## src/shared/crx_pkg.sv

```systemverilog
package crx_pkg;
  // ------------------------------------------------------------
  // Register map (byte addresses, one aligned word each)
  // ------------------------------------------------------------
  localparam logic [7:0] ADDR_MASK0 = 8'h00;
  localparam logic [7:0] ADDR_MASK1 = 8'h04;
  localparam logic [7:0] ADDR_MASK2 = 8'h08;
  localparam logic [7:0] ADDR_FULL_LOW = 8'h0C;
  localparam logic [7:0] ADDR_FULL_HIGH = 8'h10;
  localparam logic [7:0] ADDR_OVF_LOW = 8'h14;
  localparam logic [7:0] ADDR_OVF_HIGH = 8'h18;
  localparam logic [7:0] ADDR_IRQ_STAT = 8'h1C;
  localparam logic [7:0] ADDR_IRQ_MASK = 8'h20;
  // ------------------------------------------------------------
  // Reset values and field positions
  // ------------------------------------------------------------
  localparam logic [15:0] MASK_RESET = 16'h0000;
  localparam logic [15:0] FULL_RESET = 16'h0000;
  localparam logic [15:0] OVF_RESET = 16'h0000;
  localparam logic [1:0] IRQ_RESET = 2'h0;
  localparam int IRQ_BIT_STORE = 0;
  localparam int IRQ_BIT_OVF = 1;
  localparam int NUM_MASKS = 3;
  localparam int NUM_BUFS = 32;
endpackage : crx_pkg

```

## src/hdl/crx_rx_flags.sv

```systemverilog
// Implementation choices: the placing of the registers and register access over APB.
`timescale 1ns/1ps
module crx_rx_flags
  import crx_pkg::*;
(
  input wire logic mclk,
  input wire logic reset_n,
  input wire logic psel,
  input wire logic penable,
  input wire logic pwrite,
  input wire logic [7:0] paddr,
  input wire logic [31:0] pwdata,
  output logic [31:0] prdata,
  output logic pready,
  output logic pslverr,
  input wire logic [1:0] filt_mask_sel,
  input wire logic [15:0] filt_eid_value,
  input wire logic [15:0] frame_eid,
  output logic filt_eid_match,
  input wire logic store_valid,
  input wire logic [4:0] store_index,
  output logic [31:0] buffer_full_flags,
  output logic [31:0] buffer_overflow_flags,
  output logic irq
);
  logic [15:0] mask_r [NUM_MASKS];
  logic [31:0] full_r;
  logic [31:0] ovf_r;
  logic [1:0] irq_stat_r;
  logic [1:0] irq_mask_r;
  logic [31:0] prdata_r;
  logic wr_en;
  logic rd_en;
  logic addr_ok;
  logic [15:0] sel_mask;
  logic [31:0] store_hit;
  logic [31:0] sw_clr;
  logic store_ovf;

  // ------------------------------------------------------------
  // Bus decode
  // ------------------------------------------------------------
  // Single-cycle access phase; unmapped addresses answer with pslverr
  assign pready = 1'b1;
  assign wr_en = psel & penable & pwrite;
  assign rd_en = psel & penable & ~pwrite;
  always_comb begin
    unique case (paddr)
      ADDR_MASK0, ADDR_MASK1, ADDR_MASK2, ADDR_FULL_LOW, ADDR_FULL_HIGH,
      ADDR_OVF_LOW, ADDR_OVF_HIGH, ADDR_IRQ_STAT, ADDR_IRQ_MASK: addr_ok = 1'b1;
      default: addr_ok = 1'b0;
    endcase
  end
  assign pslverr = psel & penable & ~addr_ok;

  // ------------------------------------------------------------
  // Acceptance mask, extended id half
  // ------------------------------------------------------------
  always_ff @(posedge mclk or negedge reset_n) begin
    if (!reset_n) begin
      for (int i = 0; i < NUM_MASKS; i++) begin
        mask_r[i] <= MASK_RESET;
      end
    end else if (wr_en) begin
      if (paddr == ADDR_MASK0) mask_r[0] <= pwdata[15:0];
      if (paddr == ADDR_MASK1) mask_r[1] <= pwdata[15:0];
      if (paddr == ADDR_MASK2) mask_r[2] <= pwdata[15:0];
    end
  end

  // Select code 3 is reserved; it behaves as all don't care
  assign sel_mask = (filt_mask_sel < 2'd3) ? mask_r[filt_mask_sel] : 16'h0000;
  // Only bits with mask one are compared; zeros never block a match
  assign filt_eid_match = ((frame_eid ^ filt_eid_value) & sel_mask) == 16'h0000;

  // ------------------------------------------------------------
  // Full and overflow flags
  // ------------------------------------------------------------
  assign store_hit = store_valid ? (32'h0000_0001 << store_index) : 32'h0000_0000;
  always_comb begin
    sw_clr = 32'h0000_0000;
    if (wr_en && paddr == ADDR_FULL_LOW) sw_clr[15:0] = ~pwdata[15:0];
    if (wr_en && paddr == ADDR_FULL_HIGH) sw_clr[31:16] = ~pwdata[15:0];
  end

  // Set wins over a clear in the same cycle so no store is lost
  always_ff @(posedge mclk or negedge reset_n) begin
    if (!reset_n) begin
      full_r <= {FULL_RESET, FULL_RESET};
    end else begin
      full_r <= (full_r & ~sw_clr) | store_hit;
    end
  end

  assign store_ovf = |(store_hit & full_r);
  always_ff @(posedge mclk or negedge reset_n) begin
    if (!reset_n) begin
      ovf_r <= {OVF_RESET, OVF_RESET};
    end else begin
      logic [31:0] oclr;
      oclr = 32'h0000_0000;
      if (wr_en && paddr == ADDR_OVF_LOW) oclr[15:0] = ~pwdata[15:0];
      if (wr_en && paddr == ADDR_OVF_HIGH) oclr[31:16] = ~pwdata[15:0];
      ovf_r <= (ovf_r & ~oclr) | (store_hit & full_r);
    end
  end

  assign buffer_full_flags = full_r;
  assign buffer_overflow_flags = ovf_r;

  // ------------------------------------------------------------
  // Interrupt status and mask
  // ------------------------------------------------------------
  // Status clears on read; a new event in the read cycle survives
  always_ff @(posedge mclk or negedge reset_n) begin
    if (!reset_n) begin
      irq_stat_r <= IRQ_RESET;
    end else begin
      logic [1:0] ev;
      ev = 2'b00;
      ev[IRQ_BIT_STORE] = store_valid;
      ev[IRQ_BIT_OVF] = store_ovf;
      if (rd_en && paddr == ADDR_IRQ_STAT) irq_stat_r <= ev;
      else irq_stat_r <= irq_stat_r | ev;
    end
  end

  always_ff @(posedge mclk or negedge reset_n) begin
    if (!reset_n) begin
      irq_mask_r <= IRQ_RESET;
    end else if (wr_en && paddr == ADDR_IRQ_MASK) begin
      irq_mask_r <= pwdata[1:0];
    end
  end

  assign irq = |(irq_stat_r & irq_mask_r);

  // ------------------------------------------------------------
  // Read data
  // ------------------------------------------------------------
  always_comb begin
    unique case (paddr)
      ADDR_MASK0: prdata_r = {16'h0000, mask_r[0]};
      ADDR_MASK1: prdata_r = {16'h0000, mask_r[1]};
      ADDR_MASK2: prdata_r = {16'h0000, mask_r[2]};
      ADDR_FULL_LOW: prdata_r = {16'h0000, full_r[15:0]};
      ADDR_FULL_HIGH: prdata_r = {16'h0000, full_r[31:16]};
      ADDR_OVF_LOW: prdata_r = {16'h0000, ovf_r[15:0]};
      ADDR_OVF_HIGH: prdata_r = {16'h0000, ovf_r[31:16]};
      ADDR_IRQ_STAT: prdata_r = {30'h0, irq_stat_r};
      ADDR_IRQ_MASK: prdata_r = {30'h0, irq_mask_r};
      default: prdata_r = 32'h0000_0000;
    endcase
  end
  assign prdata = rd_en ? prdata_r : 32'h0000_0000;
endmodule : crx_rx_flags

```

## config.mk

```make
export PLATFORM = sky130hd
export DESIGN_NAME = crx_rx_flags
export DESIGN_NICKNAME = d
export VERILOG_FILES = /design/src/shared/crx_pkg.sv /design/src/hdl/crx_rx_flags.sv
export SDC_FILE = /design/constraint.sdc
export NUM_CORES = 1
export LEC_CHECK = 0
export BUFFER_PORTS_ARGS = -buffer_cell sky130_fd_sc_hd__buf_2
export CAP_MARGIN = 20
export CORE_ASPECT_RATIO = 1.5
export CORE_MARGIN = 8
export CORE_UTILIZATION = 40
export DETAILED_ROUTE_END_ITERATION = 6
export PLACE_DENSITY = 0.6
export SLEW_MARGIN = 20
export SYNTH_ARGS = -nofsm -noshare
export SYNTH_HDL_FRONTEND = slang
export SYNTH_SLANG_ARGS = --single-unit
```

## constraint.sdc

```tcl
create_clock -name mclk -period 2.86 [get_ports mclk]
set_input_delay 0 -clock mclk [delete_from_list [all_inputs] [get_ports mclk]]
set_output_delay 0 -clock mclk [all_outputs]
set_load 0.1 [all_outputs]
```

==> flow_summary.json, run 1 <==
{
  "hold_viol": 0,
  "yosysWarnings": 0,
  "drv_slew": 0,
  "netlist_instances": 632,
  "drc": 0,
  "wl_met3_um": 1980,
  "ios": 185,
  "ys_seq_area_share_pct": 44.9,
  "dpl-instance-area_um2": 7390,
  "fin_crit_ps": 2420,
  "clock_skew_ps": 6.21,
  "crit_path_start_kind": "primary input",
  "design_area_um2": 8190,
  "layout_common_cells": "150 x buf_2, 116 x dfrtp_1, 93 x o21ai_0, 67 x nand2_1, 32 x a22oi_1",
  "p_per_area_nw_per_um2": 826,
  "die_x_um": 120,
  "cts.sinks": 116,
  "vias_per_cell": 6.05,
  "met1_length_um": 9330,
  "critical_path_arrival_ps": 2420,
  "rsz0062_at_grt": "false",
  "die-area_um2": 20600,
  "root_buffer": "clkbuf_16",
  "nets": 877,
  "status": "finished clean",
  "grt_max_degree": 67,
  "ctsResizeCount": 0,
  "synth_enable_flop_cells": 0,
  "wl_um": 25300,
  "detail-route-antenna-nets": 0,
  "core_um2": 16000,
  "gp_congestion": 0.969,
  "n_fill_cell": 1521,
  "final-setup-viol-count": 0,
  "worstHoldStart": "paddr[4]",
  "start_util_pct": 40.3,
  "antenna_found_initial": 0,
  "cp-end-kind": "primary output",
  "synth-seq-cells": 116,
  "path_max_fanout": 16,
  "dr_total_vias": 6118,
  "dr_wl_met2_um": 12600,
  "crit_start": "paddr[3]",
  "first_pass_iters": 7,
  "seq_area_um2": 2900,
  "ir_drop_mv": 0.584,
  "grt_pass1_wl_um": 37900,
  "grt_usage_pct": 24.4,
  "worstPathRequired_ps": 2860,
  "synth_flop_cell": "dfrtp_1",
  "multiInputGateArea_um2": 3380,
  "die_h_um": 172,
  "fin_total_pwr_mw": 6.77,
  "cts_setup_buffers": 0,
  "relSlewSlack_pct": 38.5,
  "holdBufCountCts": 18,
  "r2r_start": "buffer_full_flags[5]",
  "fmax_mhz": 414,
  "hold_depth": 4,
  "clk_latency_ps": 410,
  "avgRoutedWirePerCell_um": 25.0,
  "pre_cts_ws_ps": 490,
  "grt-ovfl-total": 0,
  "hold_path.class": "primary input to flop",
  "cts_buffer_depth": 2,
  "clkTransAtPathRegs_ps": 60,
  "fin_cells": 1011,
  "critPathKind": "primary input to primary output",
  "syn_to_final_growth_pct": 26.6,
  "layout-drive-gt1-share_pct": 34.4,
  "period_share_pct": 84.5,
  "hpwlAfterDp_um": 18900,
  "setup_ws_ps": 444,
  "cts_buffers": 17,
  "grt_pass1_vias": 6368,
  "placed_cells": 961,
  "io_buffers": 151,
  "drt_iter0_markers": 571,
  "synthArstFlopShare_pct": 100,
  "maxCapViolations": 0,
  "p_leak_nw": 3.87,
  "tightest_slew_ps": 923,
  "cts_tree": "built",
  "ys_types": 54,
  "final_common_cell": "buf_2",
  "netlist_area_um2": 6470,
  "reg2reg_depth": 5,
  "top_layer": "met4",
  "syn_avg_cell_area_um2": 10.2,
  "rows": 57,
  "diodes": 0,
  "htree_levels": 4
}
[registers in the layout (all words and copies together), names as in the netlist]
register and count:
irq_mask_r 2, buffer_full_flags 32, irq_stat_r 2, mask_r 48
buffer_overflow_flags 32
[path summary, 6_finish.rpt]
| check | end | slack (ps) |
|---|---|---|
| worst max register to register | irq_stat_r[1] | 1340 |
| worst max-delay path | prdata[4] | 440 |
| min in group asynchronous | buffer_full_flags[29] | 250 |
| worst min-delay path | irq_mask_r[1] | 90 |
| worst min register to register | irq_stat_r[0] | 520 |
| max in group asynchronous | mask_r[29] | 1750 |
[area by class of cell]
class / count / area share (%)
repair buffers: 180 / 12.5
clock inverters: 13 / 2.12
inverters: 1 / 0.0458
clock buffers: 19 / 5.53
flip-flops and latches: 116 / 35.4
multi-input cells: 476 / 41.3
well taps: 206 / 3.15
[logic make-up (layout without fill, tap and decap cells)]
kind of cell | count (synthesis) | count (layout) | synth area share (%)
AO/OA/AOI/OAI | 194 | 194 | 18.9
XOR/XNOR | 16 | 16 | 2.17
buffers and inverters | 55 | 213 | 4.95
flip-flops | 116 | 116 | 44.9
multiplexers | 81 | 81 | 15.1
other | 2 | 17 | 0.116
AND/OR/NAND/NOR | 168 | 168 | 13.9
[through the flow]
stage	hold WS (ps)	utilization, %	setup TNS (ps)
final	89.2	51.1	0
after global routing	102	51.1	0
after CTS	82.3	51.1	0
after detailed placement	164	46.0	0
after global placement	144	46.0	0
after floorplan	-296	-	-87.2
[synth_stat cells (17+ instances only)]
cell / count / area, um^2
nand3_1: 25 / 125
nand2_1: 67 / 251
clkbuf_1: 20 / 75.1
mux2_2: 31 / 349
a21oi_1: 18 / 90.1
o21ai_0: 93 / 465
a22oi_1: 32 / 240
nor2_1: 29 / 109
dfrtp_1: 116 / 2900
mux2i_1: 27 / 270
buf_4: 17 / 128
mux2_4: 20 / 300
[report_power, final]
part,switching [mW],internal [mW],leakage (nW),total [mW]
clock,0.830,1.43,0.297,2.26
combinational,1.98,0.357,2.07,2.33
sequential,0.326,1.85,1.50,2.17
total,3.13,3.63,3.87,6.77
[worst max-delay path, stage by stage]
cell	delay [ps]
buf_2	200
or4_1	540
o32ai_1	210
nand3_2	470
a31oi_1	480
buf_2	500
[metal layers]
layer	global-route usage, %	vias up
met5	0	-
met4	14.8	0
met3	5.98	69
met2	41.2	347
met1	27.5	3047
li1	-	2655
(Power assumes the default switching activity.)
==> run 2, diff against run 1 <==
==> constraint.sdc (replaced) <==
create_clock -name mclk -period 2.4 [get_ports mclk]
set_input_delay 0 -clock mclk [delete_from_list [all_inputs] [get_ports mclk]]
set_output_delay 0 -clock mclk [all_outputs]
set_load 0.1 [all_outputs]
==> flow_summary.json, run 2 (synthesis results as in run 1) <==
{
  "rows": 57,
  "die_h_um": 172,
  "n_fill_cell": 1434,
  "r2r_end": "irq_stat_r[1]",
  "diodes": 0,
  "setup_ws_ps": 217,
  "hold_depth": 2,
  "placed_cells": 971,
  "die-area_um2": 20600,
  "rsz0062_at_grt": "false",
  "largest_reg_flops": 48,
  "clkTransAtPathRegs_ps": 50,
  "htree_levels": 4,
  "drc": 0,
  "syn_to_final_growth_pct": 32.1,
  "fmax_mhz": 458,
  "grt_max_degree": 73,
  "final_common_cell": "buf_2",
  "grt-ovfl-total": 0,
  "layout_common_cells": "133 x buf_2, 116 x dfrtp_1, 93 x o21ai_0, 67 x nand2_1, 32 x a22oi_1",
  "maxCapViolations": 0,
  "nets": 886,
  "avgRoutedWirePerCell_um": 24.6,
  "clk_latency_ps": 410,
  "detail-route-antenna-nets": 0,
  "antenna_found_initial": 0,
  "grt_usage_pct": 24.2,
  "io_buffers": 151,
  "first_pass_iters": 5,
  "die_x_um": 120,
  "layout-drive-gt1-share_pct": 35.3,
  "hpwlAfterDp_um": 19100,
  "p_leak_nw": 3.97,
  "drt_iter0_markers": 624,
  "core_um2": 16000,
  "grt_pass1_wl_um": 37500,
  "fin_crit_ps": 2180,
  "hold_path.class": "primary input to flop",
  "cts_buffers": 17,
  "r2r_start": "buffer_full_flags[26]",
  "multiInputGateArea_um2": 3400,
  "worstPathRequired_ps": 2400,
  "reg2reg_slack_ps": 850,
  "tightest_slew_ps": 671,
  "drv_slew": 0,
  "dr_total_vias": 6157,
  "ir_drop_mv": 0.801,
  "relSlewSlack_pct": 54.7,
  "status": "finished clean",
  "hold_end": "mask_r[0]",
  "root_buffer": "clkbuf_16",
  "grt_pass1_vias": 6224,
  "cts_tree": "built",
  "fin_total_pwr_mw": 8.11,
  "gp_congestion": 0.925,
  "crit_path_start_kind": "flop",
  "critPathKind": "flop to primary output",
  "path_max_fanout": 3,
  "ios": 185,
  "wl_um": 25100,
  "reg2reg_depth": 4,
  "seq_area_um2": 2900,
  "start_util_pct": 40.3,
  "top_register": "mask_r",
  "final-setup-viol-count": 0,
  "cts.sinks": 116,
  "fin_cells": 1019,
  "pre_cts_ws_ps": 292,
  "critical_path_arrival_ps": 2180,
  "period_share_pct": 91.0,
  "cp-end-kind": "primary output",
  "p_per_area_nw_per_um2": 949,
  "clock_skew_ps": 6.19,
  "hold_viol": 0,
  "cts_buffer_depth": 2,
  "vias_per_cell": 6.04,
  "crit_start": "mask_r[1]",
  "worstHoldStart": "pwdata[0]"
}
## run 2: changes by cell type in the layout (fill, tap and decap cells not counted), sizes merged
cell         delta
bufinv          +2
buf            +10
clkinv          -1
clkbuf          +2
dlygate4sd3     -1
clkinvlp        -1
inv             -3
## run 2: critical path, stage by stage, from the launching register on
cell and delay [ps]:
dfrtp_1 420, mux2i_1 180, o2bb2ai_1 120, a22oi_1 230
o221ai_1 230, nor4_4 370, buf_12 210
## run 2: timing repair
action                                 in CTS  in global routing
hold buffers                               17                  0
endpoints found under the hold margin     206                  0
buffers inserted                            0                  0
resized for setup                           0                  0
## run 2: metal layers
layer	vias up	GRT usage (%)	wire (um)
met3	72	5.32	1840
met4	0	14.8	1420
met5	-	0	0
li1	2678	-	-
met1	3058	27.5	9250
met2	349	40.8	12600
## run 2: how the worst max path moves through the flow
stage / cells past startpoint / slack (ps) / end
final: 6 / 220 / filt_eid_match
after global routing: 6 / 140 / filt_eid_match
after CTS: 6 / 230 / filt_eid_match
after detailed placement: 7 / 290 / prdata[4]
after global placement: 7 / 330 / prdata[4]
after floorplan: 2 / -500 / prdata[4]
## run 2: cell type report
| class | instances | share of cell area [%] |
|---|---|---|
| Timing Repair Buffer | 189 | 15.8 |
| Multi-Input combinational cell | 476 | 39.8 |
| Tap cell | 206 | 3.01 |
| Clock inverter | 10 | 2.11 |
| Sequential cell | 116 | 33.9 |
| Clock buffer | 21 | 5.27 |
| Inverter | 1 | 0.0439 |
## run 2: power by group
| group | internal, mW | total (mW) | switching, mW |
|---|---|---|---|
| Combinational | 0.435 | 2.79 | 2.35 |
| Clock | 1.86 | 2.73 | 0.875 |
| Sequential | 2.20 | 2.60 | 0.393 |
| Total | 4.49 | 8.11 | 3.62 |
## run 2: metrics by stage
stage | hold WS, ps | area, um^2 | util [%] | setup TNS (ps)
floorplan | -296 | 6630 | - | -1010
global placement | -77.3 | 7750 | 48.3 | 0
detailed placement | -74.5 | 7750 | 48.3 | 0
CTS | 30.8 | 8550 | 53.3 | 0
global route | 40.1 | 8550 | 53.3 | 0
finish | 30.2 | 8550 | 53.3 | 0
